===== src/hdl/mbpi_defs.vh =====
// mbpi_defs.vh: constants for the host bus pin interface
// assumes inclusion by bare name from the decode and top design files
`ifndef MBPI_DEFS_VH
`define MBPI_DEFS_VH

// ----------------------------------------------------------------
// host bus types, two bits
// ----------------------------------------------------------------
`define MBPI_HOST_W          2
`define MBPI_HOST_WR_RD      2'h0
`define MBPI_HOST_RW_E       2'h1
`define MBPI_HOST_RW_DS      2'h2
`define MBPI_HOST_WR_FETCH   2'h3

// ----------------------------------------------------------------
// widths and reset values
// ----------------------------------------------------------------
`define MBPI_PORT_W          8
`define MBPI_ADDR_W          16
`define MBPI_ADDR_RST        16'h0000
`define MBPI_DATA_RST        8'h00
`define MBPI_SYNC_RST        1'h1

// address strobe edge select field position in config
`define MBPI_AS_RISE_BIT     0

`endif


===== src/hdl/mbpi_sync.v =====
// mbpi_sync.v: two-stage synchroniser for a vector of pin inputs
// assumes asynchronous pins; rst is asynchronous active high
`timescale 1ns/1ns

module mbpi_sync #(
  parameter W = 1,
  parameter [W-1:0] RST_VAL = {W{1'b0}}
) (
  // clock and reset
  input  wire         mclk,
  input  wire         rst,
  // data
  input  wire [W-1:0] din,
  output wire [W-1:0] dout
);

  reg [W-1:0] meta_ff;
  reg [W-1:0] sync_ff;

  // first stage feeds only the second stage
  always @(posedge mclk or posedge rst) begin
    if (rst) begin
      meta_ff <= RST_VAL;
      sync_ff <= RST_VAL;
    end else begin
      meta_ff <= din;
      sync_ff <= meta_ff;
    end
  end

  assign dout = sync_ff;

endmodule // mbpi_sync


===== src/hdl/mbpi_decode.v =====
// mbpi_decode.v: turns raw control levels into read/write qualifiers
// assumes synchronised control inputs on the mclk domain
`timescale 1ns/1ns
`include "mbpi_defs.vh"

module mbpi_decode (
  // configuration
  input  wire [`MBPI_HOST_W-1:0] host_type,
  // synchronised control pins
  input  wire                    write_ctl,
  input  wire                    read_ctl,
  // qualified cycle
  output reg                     rd_active,
  output reg                     wr_active
);

  always @* begin
    rd_active = 1'b0;
    wr_active = 1'b0;
    case (host_type)
      `MBPI_HOST_WR_RD: begin
        // separate active low strobes
        wr_active = ~write_ctl;
        rd_active = ~read_ctl;
      end
      `MBPI_HOST_RW_E: begin
        // bus phase clock high qualifies the cycle
        rd_active = write_ctl & read_ctl;
        wr_active = ~write_ctl & read_ctl;
      end
      `MBPI_HOST_RW_DS: begin
        rd_active = write_ctl & ~read_ctl;
        wr_active = ~write_ctl & ~read_ctl;
      end
      `MBPI_HOST_WR_FETCH: begin
        // fetch strobe acts as the read on this pin
        wr_active = ~write_ctl;
        rd_active = ~read_ctl;
      end
      default: begin
        rd_active = 1'b0;
        wr_active = 1'b0;
      end
    endcase
  end

endmodule // mbpi_decode


===== src/hdl/mbpi_top.v =====
// mbpi_top.v: host address/data bus pin interface of a memory peripheral
// assumes host pins are asynchronous to mclk and a single clock domain;
// select and read data come from internal decode logic on mclk
`timescale 1ns/1ns
`include "mbpi_defs.vh"

module mbpi_top (
  // clock and reset
  input  wire                    mclk,
  input  wire                    rst,
  // host pins
  input  wire                    reset_n,
  input  wire [7:0]              low_addr_data_port_i,
  output reg  [7:0]              low_addr_data_port_o,
  output reg                     low_addr_data_port_oe,
  input  wire [7:0]              high_addr_data_port_i,
  output reg  [7:0]              high_addr_data_port_o,
  output reg                     high_addr_data_port_oe,
  input  wire                    write_control_pin,
  input  wire                    read_control_pin,
  input  wire                    fetch_select_pin,
  input  wire                    address_valid_strobe,
  // configuration
  input  wire [`MBPI_HOST_W-1:0] host_type,
  input  wire                    as_rising,
  input  wire                    fetch_is_strobe,
  // internal decode side
  input  wire                    block_select,
  input  wire [7:0]              rd_data,
  input  wire [7:0]              rd_data_hi,
  input  wire                    wide_bus,
  input  wire                    flash_busy,
  // to programmable logic array
  output reg  [15:0]             pla_addr,
  output reg                     pla_write_ctl,
  output reg                     pla_read_ctl,
  output reg                     pla_fetch_n,
  output reg                     pla_general_in,
  output reg                     pla_rd_cycle,
  output reg                     pla_wr_cycle,
  output reg  [7:0]              wr_data,
  output reg                     wr_strobe,
  output reg                     flash_abort,
  output reg                     dev_reset
);

  // ----------------------------------------------------------------
  // pin synchronisers
  // ----------------------------------------------------------------
  wire [7:0] lo_s;
  wire [7:0] hi_s;
  wire [4:0] ctl_s;
  wire       wr_pin_s;
  wire       rd_pin_s;
  wire       fetch_s;
  wire       as_s;
  wire       rstn_s;

  mbpi_sync #(.W(8), .RST_VAL(8'h00)) u_sync_lo (
    .mclk (mclk),
    .rst  (rst),
    .din  (low_addr_data_port_i),
    .dout (lo_s)
  );

  mbpi_sync #(.W(8), .RST_VAL(8'h00)) u_sync_hi (
    .mclk (mclk),
    .rst  (rst),
    .din  (high_addr_data_port_i),
    .dout (hi_s)
  );

  // strobe resets low and control pins high, matching as_d_ff and the idle
  // levels of every host type except type 1, whose read pin idles low, so no false edge follows release;
  // reset_n resets low so the device starts held in reset
  mbpi_sync #(.W(5), .RST_VAL(5'h07)) u_sync_ctl (
    .mclk (mclk),
    .rst  (rst),
    .din  ({reset_n, address_valid_strobe, fetch_select_pin, read_control_pin, write_control_pin}),
    .dout (ctl_s)
  );

  assign wr_pin_s = ctl_s[0];
  assign rd_pin_s = ctl_s[1];
  assign fetch_s  = ctl_s[2];
  assign as_s     = ctl_s[3];
  assign rstn_s   = ctl_s[4];

  // ----------------------------------------------------------------
  // cycle qualification
  // ----------------------------------------------------------------
  wire rd_q;
  wire wr_q;

  mbpi_decode u_decode (
    .host_type (host_type),
    .write_ctl (wr_pin_s),
    .read_ctl  (rd_pin_s),
    .rd_active (rd_q),
    .wr_active (wr_q)
  );

  // a fetch strobe used for code only also counts as a read
  wire fetch_rd = fetch_is_strobe & ~fetch_s;
  wire rd_any   = rd_q | fetch_rd;

  // ----------------------------------------------------------------
  // address strobe edge detect
  // ----------------------------------------------------------------
  reg  as_d_ff;
  wire as_edge;

  always @(posedge mclk or posedge rst) begin
    if (rst) begin
      as_d_ff <= 1'b0;
    end else begin
      as_d_ff <= as_s;
    end
  end

  // rising edge for address strobe hosts, falling for latch enable
  assign as_edge = as_rising ? (as_s & ~as_d_ff) : (~as_s & as_d_ff);

  // ----------------------------------------------------------------
  // address latch and logic array feed
  // ----------------------------------------------------------------
  wire dev_rst = ~rstn_s;
  reg  wr_q_d_ff;

  always @(posedge mclk or posedge rst) begin
    if (rst) begin
      pla_addr       <= `MBPI_ADDR_RST;
      pla_write_ctl  <= `MBPI_SYNC_RST;
      pla_read_ctl   <= `MBPI_SYNC_RST;
      pla_fetch_n    <= `MBPI_SYNC_RST;
      pla_general_in <= 1'b0;
      pla_rd_cycle   <= 1'b0;
      pla_wr_cycle   <= 1'b0;
      wr_data        <= `MBPI_DATA_RST;
      wr_strobe      <= 1'b0;
      wr_q_d_ff      <= 1'b0;
    end else if (dev_rst) begin
      // external reset pin returns the interface state
      pla_addr       <= `MBPI_ADDR_RST;
      pla_rd_cycle   <= 1'b0;
      pla_wr_cycle   <= 1'b0;
      pla_write_ctl  <= wr_pin_s;
      pla_read_ctl   <= rd_pin_s;
      pla_fetch_n    <= `MBPI_SYNC_RST;
      pla_general_in <= 1'b0;
      wr_data        <= `MBPI_DATA_RST;
      wr_strobe      <= 1'b0;
      wr_q_d_ff      <= 1'b0;
    end else begin
      if (as_edge) begin
        pla_addr <= {hi_s, lo_s};
      end
      pla_write_ctl  <= wr_pin_s;
      pla_read_ctl   <= rd_pin_s;
      pla_fetch_n    <= fetch_is_strobe ? fetch_s : 1'b1;
      pla_general_in <= fetch_is_strobe ? 1'b0 : fetch_s;
      pla_rd_cycle   <= rd_any;
      pla_wr_cycle   <= wr_q;
      wr_q_d_ff      <= wr_q;
      // data is taken as the write qualifier ends
      wr_strobe      <= wr_q_d_ff & ~wr_q;
      if (wr_q) begin
        wr_data <= lo_s;
      end
    end
  end

  // ----------------------------------------------------------------
  // read data drivers
  // ----------------------------------------------------------------
  // enable follows the synchronised read, so it lags the pin by
  // about three mclk periods; slow hosts only
  wire drive_en = rd_any & block_select & ~dev_rst;

  always @(posedge mclk or posedge rst) begin
    if (rst) begin
      low_addr_data_port_o   <= `MBPI_DATA_RST;
      high_addr_data_port_o  <= `MBPI_DATA_RST;
      low_addr_data_port_oe  <= 1'b0;
      high_addr_data_port_oe <= 1'b0;
    end else begin
      low_addr_data_port_o   <= rd_data;
      high_addr_data_port_o  <= rd_data_hi;
      low_addr_data_port_oe  <= drive_en;
      // high port carries data only for a sixteen bit data bus
      high_addr_data_port_oe <= drive_en & wide_bus;
    end
  end

  // ----------------------------------------------------------------
  // reset distribution and flash abort
  // ----------------------------------------------------------------
  always @(posedge mclk or posedge rst) begin
    if (rst) begin
      dev_reset   <= 1'b1;
      flash_abort <= 1'b0;
    end else begin
      dev_reset   <= dev_rst;
      flash_abort <= dev_rst & flash_busy;
    end
  end

endmodule // mbpi_top


===== config.mk =====
export PLATFORM = sky130hd
export DESIGN_NAME = mbpi_top
export DESIGN_NICKNAME = d
export VERILOG_FILES = /design/src/hdl/mbpi_sync.v /design/src/hdl/mbpi_decode.v /design/src/hdl/mbpi_top.v
export VERILOG_INCLUDE_DIRS = /design/src /design/src/hdl
export SDC_FILE = /design/constraint.sdc
export NUM_CORES = 1
export LEC_CHECK = 0
export ABC_CLOCK_PERIOD_IN_PS = 2750
export BUFFER_PORTS_ARGS = -buffer_cell sky130_fd_sc_hd__buf_2
export CORE_MARGIN = 2
export CORE_UTILIZATION = 47
export CTS_BUF_LIST = sky130_fd_sc_hd__clkbuf_2
export CTS_CLUSTER_SIZE = 24
export DETAILED_ROUTE_END_ITERATION = 6
export GPL_TIMING_DRIVEN = 0
export PLACE_DENSITY_LB_ADDON = 0.2
export RECOVER_POWER = 100
export SLEW_MARGIN = 15
export SYNTH_ARGS = -nofsm -noshare
export SYNTH_HDL_FRONTEND = slang
export SYNTH_SLANG_ARGS = --single-unit

===== constraint.sdc =====
create_clock -name mclk -period 2.75 [get_ports mclk]
set_input_delay 0.4125 -clock mclk [delete_from_list [all_inputs] [get_ports mclk]]
set_output_delay 0.4125 -clock mclk [all_outputs]
set_load 0.05 [all_outputs]

==> results by group, run 1 <==
Outcome
  – Status: complete, no violations

Logic synthesis
  – Post-Synthesis Mean Instance Area: 14.6 um2
  – Cells after Synth: 212
  – Mapped cell area: 0.00310 mm2
  – Synth cell types: 24
  – Top cell type by total area after synthesis: dfrtp_1
  – Register area share after synthesis: 0.764
  – Synth area leaders: dfrtp_1 68%, dfstp_2 8.5%, mux2i_1 5.2%
  – Warnings from Yosys: 0
  – Post-synth top area share: 0.679
  – Post-synth net total: 259
  – Synth Register Bits: 94

STA
  – Worst slew pin tran: 1.06 ns
  – RSZ-0062 raised after global routing: false
  – Tcrit/Tclk final: 0.713
  – Endpoints failing hold: 0
  – # setup viols final: 0
  – FMAX: 0.510 GHz
  – Final min period: 1.96 ns
  – Worst clock skew: 0.0209 ns
  – Final Max Tran Viols: 0
  – Final TNS setup: 0 ns
  – Fin worst setup slack: 0.790 ns
  – Slew HR: 0.294

Global route
  – Vias in the first global route: approximately 2200
  – First-pass GRT wire length: 10300 um
  – Total track usage: 0.185
  – Global route overflow: 0
  – Antenna violations before repair: 0
  – Largest net degree at the start of global routing: 32

Placement
  – Post-DP HPWL: between 3000 and 4000 um
  – Pre-CTS setup slack: 0.989 ns
  – GPL Wtd Cong: slightly below 0.8
  – Port bufs: 96

Critical path
  – Crit path kind: reg2out
  – Worst EP required: 2.34 ns
  – Top delay family on crit path: flip-flops
  – Critical Path End Type: primary output
  – Largest stage delay, worst path: a little under 0.6 ns
  – CP max FO: 1
  – Crit path buf inv count: 1
  – Critical path arrival: between 1.5 and 2 ns
  – CP max-delay cell: dfstp_2
  – Worst path cell trace: clkbuf_1
  – CP Launch Type: flop

Finish
  – Share of cells above drive strength 1: 0.202
  – Area growth syn-to-layout: 34.3%
  – Antenna fix cells: 0
  – Core Util, Final: 0.655
  – Commonest non-fill, non-tap cell in the layout: dfrtp_1
  – Most frequent cells in the layout: 84 x dfrtp_1, 62 x clkbuf_1, 44 x buf_2, 40 x nand2_1, 39 x dlygate4sd3_1
  – Nets: roughly 410

Power
  – Clk network pwr share: 0.245
  – Internal: 1740 uW
  – Flop pwr share: 0.590
  – VDD IR max: approximately 0.00040 V
  – Net Switching: between 800 and 900 uW
  – Leak Pwr: 0.00194 uW
  – Sw frac: 0.318
  – PD cells: 613 mW/mm2
  – Logic pwr share: 0.164

Route
  – DRC violations left: 0
  – Detail Route met2 WL: 3020 um
  – Routed len/inst: 13.9 um
  – M1 WL: 2640 um
  – Vias: 2111
  – WL met3: roughly 470 um
  – TritonRoute pass-1 iters: 7
  – Drt via density: 4.77
  – Top Metal Used: met4
  – DRT iter0 DRCs: ~130
  – Antenna viol nets, final: 0
  – Post-Route WL: between 6000 and 7000 um

Floorplan
  – Die Y: 85.2 um
  – Starting Density: 0.488
  – Cell Rows: 29
  – Die Span X: around 85 um
  – Num ports: 97
  – Core area: around 0.0063 mm2
  – DIE AREA: 0.00725 mm2

Clock network
  – Worst-path clk slew: 0.24 ns
  – CTS Sinks: 94
  – H-tree depth: 3
  – Clock latency on the worst-skew pair: approximately 0.53 ns
  – Post-cts sizing count: 0
  – CTS tree: done
  – Num CTS Buffers: 9
  – Clock tree buffer depth: 2
  – Root Buffer: clkbuf_2

Flow run
  – Max-cap violations: 0

Worst hold path
  – Worst Hold Class: in2reg
-- registers in the layout, summed over array words and instances (netlist names), 5 cells and up --
register,cells
u_sync_ctl.dout,5
wr_data,8
u_sync_hi.meta_ff,8
u_sync_hi.dout,8
u_sync_lo.meta_ff,8
u_sync_lo.dout,8
pla_addr,16
high_addr_data_port_o,8
u_sync_ctl.meta_ff,5
low_addr_data_port_o,8
-- power groups by stage --
stage          sequential (uW)  combinational [uW]  clock (uW)
3_3_place_gp              1520                 381           0
2_1_floorplan             1690                 109           0
4_1_cts                   1500                 439         657
3_5_place_dp              1530                 397           0
6_report                  1500                 419         624
5_1_grt                   1520                 451         709
-- layer usage --
layer / vias to the layer above / GRT usage
met5: - / 0
met4: 0 / 0.0390
met3: 2 / 0.0817
met2: 74 / 0.288
met1: 1018 / 0.243
li1: 1017 / -
-- path summary, 6_finish.rpt --
path                       slack, ns             startpoint  depth (start not counted)                      end
setup / recovery                0.79           pla_read_ctl                          1             pla_read_ctl
hold / removal                  0.09           block_select                          3    low_addr_data_port_oe
setup reg to reg                0.83     u_sync_ctl.dout[3]                          4              pla_addr[9]
hold reg to reg                 0.37  u_sync_ctl.meta_ff[2]                          0       u_sync_ctl.dout[2]
max in group asynchronous       1.40                    rst                          5            pla_write_ctl
min in group asynchronous       0.50                    rst                          3  low_addr_data_port_o[0]
-- area by class of cell --
class | instances | area (um2)
flip-flops and latches | 94 | 2360
fillers | 494 | 2190
repair buffers | 138 | 871
multi-input cells | 102 | 638
well taps | 77 | 96.3
clock inverters | 7 | 62.6
plain buffers | 11 | 60.1
clock buffers | 9 | 45.0
inverters | 5 | 20.0
-- synth_stat cells --
| cell | count |
|---|---|
| nor3b_1 | 2 |
| nand2_1 | 40 |
| nand3_1 | 1 |
| o311ai_0 | 3 |
| dfrtp_1 | 84 |
| nand4_1 | 8 |
| inv_1 | 4 |
| a32oi_1 | 8 |
| and2_1 | 2 |
| nor2_1 | 2 |
| clkinv_1 | 1 |
| buf_2 | 5 |
| dfstp_2 | 10 |
| o21ai_0 | 1 |
| and3b_1 | 1 |
| nor2b_1 | 5 |
| clkbuf_1 | 5 |
| mux2i_1 | 16 |
| ha_1 | 1 |
| xnor2_2 | 1 |
| buf_12 | 1 |
| a21oi_4 | 1 |
| o211ai_1 | 5 |
| a21oi_1 | 5 |
-- logic make-up (layout without fill, tap and decap cells) --
| logic type | after synthesis | count (layout) | synth area share |
|---|---|---|---|
| flip-flops | 94 | 94 | 0.764 |
| AND/OR/NAND/NOR | 61 | 61 | 0.0905 |
| AO/OA/AOI/OAI | 23 | 23 | 0.0582 |
| multiplexers | 16 | 16 | 0.0517 |
| buffers and inverters | 16 | 170 | 0.0267 |
| adder cells (fa/ha/maj) | 1 | 1 | 0.00404 |
| XOR/XNOR | 1 | 1 | 0.00525 |
-- per-stage QoR --
step | area, um2 | total power, uW | hold slack [ns] | instances
final | 4160 | 2550 | 0.0927 | 443
after floorplan | 3100 | 1800 | 0.331 | 212
after CTS | 4240 | 2600 | 0.0462 | 443
after global routing | 4160 | 2680 | 0.0247 | 443
after detailed placement | 3740 | 1920 | 0.335 | 388
after global placement | 3680 | 1910 | 0.332 | 385
-- worst register-to-register path, stage by stage (launching register included) --
cell,delay (ns)
dfrtp_1,0.45
and3b_1,0.16
a21oi_1,0.80
buf_12,0.24
mux2i_1,0.21
-- repair_timing --
| item | 4_1_cts | 5_1_grt |
|---|---|---|
| hold buffers | 39 | 0 |
| setup endpoints to repair | 0 | 0 |
| setup buffers | 0 | 0 |
| endpoints found under the hold margin | 46 | 0 |
Power figures use the tool's default switching activity.
==> run 2: changes to the inputs <==
--- a/config.mk
+++ b/config.mk
@@ -6,7 +6,7 @@
 export SDC_FILE = /design/constraint.sdc
 export NUM_CORES = 1
 export LEC_CHECK = 0
-export ABC_CLOCK_PERIOD_IN_PS = 2750
+export ABC_CLOCK_PERIOD_IN_PS = 1600
 export BUFFER_PORTS_ARGS = -buffer_cell sky130_fd_sc_hd__buf_2
 export CORE_MARGIN = 2
 export CORE_UTILIZATION = 47
==> constraint.sdc (replaced) <==
create_clock -name mclk -period 1.6 [get_ports mclk]
set_input_delay 0.24 -clock mclk [delete_from_list [all_inputs] [get_ports mclk]]
set_output_delay 0.24 -clock mclk [all_outputs]
set_load 0.05 [all_outputs]
==> run 2 against run 1 <==
  * Sequential power up 73%
  * Hold slack improved by 0.12 ns
  * Wire length about the same
  * Cell area up 2.3%
  * Critical path type unchanged
  * Critical endpoint is now wr_data[7]
==> results by group, run 2 (synthesized netlist as in run 1, its figures left out) <==
Clock network
  – Num CTS Buffers: 9 (unchanged)
  – Postcts setup bufs: 0 (unchanged)
  – CTS tree: done
  – Root Buffer: clkbuf_2
  – Clock tree buffer depth: 2 (unchanged)
  – H-tree depth: 3 (unchanged)
  – Worst-path clk slew: 0.25 ns (about the same)
  – CTS Sinks: 94 (unchanged)
  – Clock latency on the worst-skew pair: 0.54 ns (about the same)

Placement
  – Post-DP HPWL: 3820 um (unchanged)
  – GPL Wtd Cong: 0.783 (unchanged)
  – Port bufs: 96 (unchanged)
  – Pre-CTS setup slack: 0.0110 ns (-0.978 ns)

Finish
  – Share of cells above drive strength 1: 0.350 (+0.147)
  – Register with the highest flop count: pla_addr
  – Most frequent cells in the layout: 84 x dfrtp_1, 53 x buf_2, 49 x clkbuf_2, 42 x dlygate4sd3_1, 40 x nand2_1
  – Antenna fix cells: 0 (unchanged)
  – Commonest non-fill, non-tap cell in the layout: dfrtp_1
  – Area growth syn-to-layout: 37.4%
  – Core Util, Final: 0.670 (+0.0152)
  – Nets: 411 (+0.74%)
  – Max FFs per register: 16 (unchanged)

Critical path
  – Worst EP required: 1.36 ns (-0.98 ns)
  – Worst r2r dst: wr_data[2]
  – CP max FO: 3 (+2)
  – Worst path cell trace: buf_2
  – R2R Setup Slk: 0.12 ns (-0.71 ns)
  – Top delay family on crit path: flip-flops
  – Reg2reg start: u_sync_ctl.dout[1]
  – R2R depth: 4 (unchanged)
  – Largest stage delay, worst path: 0.47 ns (-0.11 ns)
  – Critical path arrival: 1.28 ns (-0.27 ns)
  – CP max-delay cell: dfrtp_1
  – CP Launch Type: flop
  – Crit path buf inv count: 1 (unchanged)
  – Critical Path End Type: primary output
  – Crit path kind: reg2out

Floorplan
  – Core area: 0.00635 mm2 (unchanged)
  – Starting Density: 0.488 (unchanged)
  – DIE AREA: 0.00725 mm2 (unchanged)
  – Num ports: 97 (unchanged)
  – Die Y: 85.2 um (unchanged)
  – Cell Rows: 29 (unchanged)
  – Die Span X: 85.2 um (unchanged)

Route
  – TritonRoute pass-1 iters: 6 (-1)
  – Vias: 2120 (+0.43%)
  – DRC violations left: 0 (unchanged)
  – DRT iter0 DRCs: 95 (-26%)
  – Antenna viol nets, final: 0 (unchanged)
  – Routed len/inst: 13.8 um (-0.61%)
  – Post-Route WL: 6150 um (about the same)
  – Drt via density: 4.75 (-0.25%)

STA
  – Worst slew pin tran: 0.783 ns (-0.276 ns)
  – RSZ-0062 raised after global routing: false
  – Endpoints failing hold: 0 (unchanged)
  – Fin worst setup slack: 0.0752 ns (-0.715 ns)
  – Worst clock skew: 0.0214 ns (+0.000485 ns)
  – Worst hold slack: 0.209 ns (+0.116 ns)
  – Tcrit/Tclk final: 0.953
  – Slew HR: 0.475 (+0.181)
  – # setup viols final: 0 (unchanged)
  – Final TNS setup: 0 ns (unchanged)
  – Final Max Tran Viols: 0 (unchanged)
  – FMAX: roughly 0.66 GHz
  – Final min period: 1.52 ns

Flow run
  – Max-cap violations: 0 (unchanged)

Worst hold path
  – Hold_sp: as_rising
  – Hold-critical path depth: 4 (+1)
  – Worst Hold Class: in2reg
  – WHS Endpoint: pla_addr[5]

Power
  – PD cells: 1040 mW/mm2 (+69%)
  – VDD IR max: 0.000681 V (+71%)
  – Leak Pwr: 0.00212 uW (+9.3%)

Global route
  – Total track usage: 0.185 (+0.000418)
  – First-pass GRT wire length: 10400 um (+0.19%)
  – Vias in the first global route: 2167 (+0.51%)
  – Largest net degree at the start of global routing: 32 (unchanged)
  – Antenna violations before repair: 0 (unchanged)
  – Global route overflow: 0 (unchanged)

Outcome
  – Status: complete, no violations
-- run 2: changes by cell type in the layout (fill, tap and decap cells not counted), sizes merged --
cell	delta
clkbuf	-11
dlygate4sd3	+3
buf	+11
-- run 2: how the worst max path moves through the flow --
stage	startpoint	end	slack (ns)	depth (start not counted)
after global placement	rst	as_d_ff	-0.31	2
after global routing	wr_data[1]	wr_data[1]	0.005	1
after floorplan	rst	as_d_ff	0.26	1
final	wr_data[7]	wr_data[7]	0.08	1
after detailed placement	host_type[0]	wr_data[2]	0.01	7
after CTS	pla_read_ctl	pla_read_ctl	0.04	1
-- run 2: power by group --
part / total, uW / switching (uW) / internal [uW]
logic: 745 / 501 / 244
clock network: 1080 / 833 / 245
registers: 2590 / 67.0 / 2520
total: 4410 / 1400 / 3010
-- run 2: what timing repair did --
item                                   in CTS  in global routing
hold buffers                               42                  0
cloned                                      0                  0
endpoints found under the hold margin      86                  0
resized for setup                           4                  4
setup endpoints to repair                   4                  4
pin swaps                                   0                  0
-- run 2: per-stage QoR --
| step | instances | total power, uW | cell area, um2 |
|---|---|---|---|
| 6_report | 446 | 4410 | 4250 |
| 5_1_grt | 446 | 4630 | 4250 |
| 4_1_cts | 446 | 4480 | 4280 |
| 3_5_place_dp | 388 | 3310 | 3740 |
| 3_3_place_gp | 385 | 3270 | 3680 |
| 2_1_floorplan | 212 | 3090 | 3100 |
-- run 2: worst reg2reg max path: cells and delay by family, from the launching register on --
family,cells,cell delay [ns]
compound gates,1,0.13
xor+xnor,1,0.21
buf+inv,1,0.29
flops,1,0.67
simple gates,1,0.13
-- run 2: layout make-up --
cell class	instances	area [um2]
sequential	94	2360
fill	462	2100
timing repair buffer	141	953
multi-input combinational	102	649
tap	77	96.3
clock inverter	7	62.6
buffer	11	62.6
clock buffer	9	45.0
inverter	5	20.0
-- run 2: per-layer routing --
metal  vias up  track usage  part of all wire
met5         -            0                 0
met4         0       0.0390            0.0086
met3         5       0.0788             0.073
met2        73        0.290              0.49
met1      1019        0.245              0.43
li1       1023            -                 -
==> run 3: changes to the inputs <==
--- a/config.mk
+++ b/config.mk
@@ -11,10 +11,11 @@
 export CORE_MARGIN = 2
 export CORE_UTILIZATION = 47
 export CTS_BUF_LIST = sky130_fd_sc_hd__clkbuf_2
+export CTS_CLUSTER_DIAMETER = 120
 export CTS_CLUSTER_SIZE = 24
 export DETAILED_ROUTE_END_ITERATION = 6
 export GPL_TIMING_DRIVEN = 0
-export PLACE_DENSITY_LB_ADDON = 0.2
+export PLACE_DENSITY = 0.77
 export RECOVER_POWER = 100
 export SLEW_MARGIN = 15
 export SYNTH_ARGS = -nofsm -noshare
==> run 3 against run 2 <==
  * Critical path depth unchanged
  * Wire length up 5.5%
  * Combinational power up 0.9%
  * Utilization up 0.43 points
  * Clock power up 18%
  * Count of clock-buffer cells in the layout unchanged
  * First-iteration DRC count up 37%
  * Die area unchanged
  * Total power up 4.5%
==> results by group, run 3 (synthesized netlist as in run 1, its figures left out) <==
Outcome
  – Status: complete, no violations

Floorplan
  – DIE AREA: 0.00725 mm2 (unchanged)
  – Cell Rows: 29 (unchanged)
  – Die Span X: 85.2 um (unchanged)
  – Core area: 0.00635 mm2 (unchanged)
  – Die Y: 85.2 um (unchanged)
  – Num ports: 97 (unchanged)
  – Starting Density: 0.488 (unchanged)

Global route
  – Met3 GRT Util: 0.0603 (-0.0185)
  – M2 GR Usage: 0.320 (+0.0298)
  – Global route overflow: 0 (unchanged)
  – Antenna violations before repair: 0 (unchanged)
  – Total track usage: 0.201 (+0.0156)
  – Vias in the first global route: 2323 (+7.2%)
  – First-pass GRT wire length: 11100 um (+7.4%)
  – Busiest metal layer after global routing: met2
  – Largest net degree at the start of global routing: 34 (+6.3%)
  – GR Layer Usage met1: 0.257 (+0.0123)

Clock network
  – Worst-path clk slew: 0.24 ns (about the same)
  – CTS tree: done
  – H-tree depth: 3 (unchanged)
  – Clock tree buffer depth: 2 (unchanged)
  – CTS Sinks: 94 (unchanged)
  – Clock latency on the worst-skew pair: 0.53 ns (about the same)
  – Num CTS Buffers: 9 (unchanged)
  – Root Buffer: clkbuf_2

Critical path
  – R2R depth: 4 (unchanged)
  – Largest stage delay, worst path: 0.58 ns (+0.11 ns)
  – Crit path kind: reg2out
  – Crit path buf inv count: 1 (unchanged)
  – Worst EP required: 1.36 ns (about the same)
  – CP max FO: 1 (-2)
  – Reg2reg start: u_sync_ctl.dout[1]
  – R2R Setup Slk: 0.13 ns (about the same)
  – Critical Path End Type: primary output
  – CP Launch Type: flop
  – Critical path arrival: 1.29 ns (about the same)
  – Worst path cell trace: buf_4
  – CP max-delay cell: dfstp_2
  – Top delay family on crit path: flip-flops
  – Worst r2r dst: wr_data[3]

Route
  – DRC violations left: 0 (unchanged)
  – Vias: 2204 (+4.0%)
  – Drt via density: 4.94 (+4.0%)
  – Antenna viol nets, final: 0 (unchanged)
  – Routed len/inst: 14.5 um (+5.5%)
  – TritonRoute pass-1 iters: 4 (-2)
  – Post-Route WL: 6490 um (+5.5%)
  – DRT iter0 DRCs: 130 (+37%)

Finish
  – Cell Count, Final, Fillers Out: 446 (unchanged)
  – Most frequent cells in the layout: 84 x dfrtp_1, 57 x clkbuf_2, 47 x buf_2, 42 x dlygate4sd3_1, 40 x nand2_1
  – Multi-input gate area: 649 um2 (unchanged)
  – Register with the highest flop count: pla_addr
  – Commonest non-fill, non-tap cell in the layout: dfrtp_1
  – Register area: 0.00236 mm2 (unchanged)
  – Nets: 411 (unchanged)
  – Fillcell total: 477 (+3.2%)
  – Share of cells above drive strength 1: 0.350 (unchanged)
  – Area growth syn-to-layout: 38.3%
  – Max FFs per register: 16 (unchanged)
  – Antenna fix cells: 0 (unchanged)

Placement
  – Placed insts: 387 (-0.26%)
  – Post-DP HPWL: 4000 um (+4.8%)
  – Port bufs: 96 (unchanged)
  – GPL Wtd Cong: 0.720 (-8.0%)

Power
  – PD cells: 1080 mW/mm2 (+3.8%)
  – Clk network pwr share: 0.276 (+0.032)
  – Leak Pwr: 0.00213 uW (+0.34%)
  – Flop pwr share: 0.561 (-0.026)
  – VDD IR max: 0.000724 V (+6.3%)
  – Tot Pwr: 4610 uW (+4.5%)
  – Sw frac: 0.290 (-0.0273)
  – Logic pwr share: 0.163 (-0.006)
  – Internal: 3270 uW (+8.6%)
  – Net Switching: 1340 uW (-4.5%)

STA
  – Worst clock skew: 0.0220 ns (+0.000659 ns)
  – Tcrit/Tclk final: 0.958 (+0.00540)
  – Worst slew pin tran: 0.700 ns (-0.0834 ns)
  – # setup viols final: 0 (unchanged)
  – Final Max Tran Viols: 0 (unchanged)
  – FMAX: 0.652 GHz (-0.56%)
  – Slew HR: 0.532 (+0.0575)
  – RSZ-0062 raised after global routing: false
  – Final min period: 1.53 ns (+0.00864 ns)
  – Endpoints failing hold: 0 (unchanged)

Flow run
  – Max-cap violations: 0 (unchanged)

Worst hold path
  – Hold_sp: as_rising
  – Worst Hold Class: in2reg
  – Hold-critical path depth: 4 (unchanged)
  – WHS Endpoint: pla_addr[6]
## run 3: power by group through the flow
stage / sequential (uW) / combinational (uW) / clock (uW)
2_1_floorplan: 2900 / 187 / 0
3_3_place_gp: 2620 / 654 / 0
3_5_place_dp: 2620 / 679 / 0
4_1_cts: 2580 / 760 / 1300
5_1_grt: 2600 / 810 / 1390
6_report: 2590 / 752 / 1270
## run 3: timing repair
action,in CTS,in global routing
buffers inserted,0,1
gates cloned,0,0
resized for setup,3,4
hold endpoints to repair,66,0
hold buffers,42,0
setup endpoints to repair,3,5
## run 3: per-layer routing
metal	vias to the layer above	wire length (um)
met5	-	0
met4	0	128
met3	12	518
met2	92	3200
met1	1080	2640
li1	1020	-
## run 3: area by class of cell
type / instances / area share
clock buffers: 9 / 0.0105
clock inverters: 7 / 0.0207
multi-input cells: 102 / 0.152
well taps: 77 / 0.0225
plain buffers: 11 / 0.0149
flip-flops and latches: 94 / 0.552
repair buffers: 141 / 0.222
inverters: 5 / 0.00526
## run 3: worst max-delay path by stage
stage               slack [ns]          start            endpoint  cells past startpoint
CTS                      0.006  pla_write_ctl       pla_write_ctl                      1
floorplan                 0.26            rst             as_d_ff                      1
global placement         -0.27            rst  u_sync_ctl.dout[3]                      2
global route             0.002   pla_read_ctl        pla_read_ctl                      1
finish                    0.07   pla_read_ctl        pla_read_ctl                      1
detailed placement      -0.006   host_type[0]          wr_data[7]                      7
## run 3: stage by stage
step / utilization / instance area, um2 / setup slack [ns] / hold WS [ns] / TNS (ns)
6_report: 0.674 / 4280 / 0.0666 / 0.228 / 0
5_1_grt: 0.674 / 4280 / 0.00212 / 0.200 / 0
4_1_cts: 0.674 / 4280 / 0.00613 / 0.186 / 0
3_5_place_dp: 0.585 / 3720 / -0.00608 / 0.336 / -0.00608
3_3_place_gp: 0.579 / 3680 / -0.269 / 0.332 / -22.31
2_1_floorplan: - / 3100 / 0.262 / 0.244 / 0
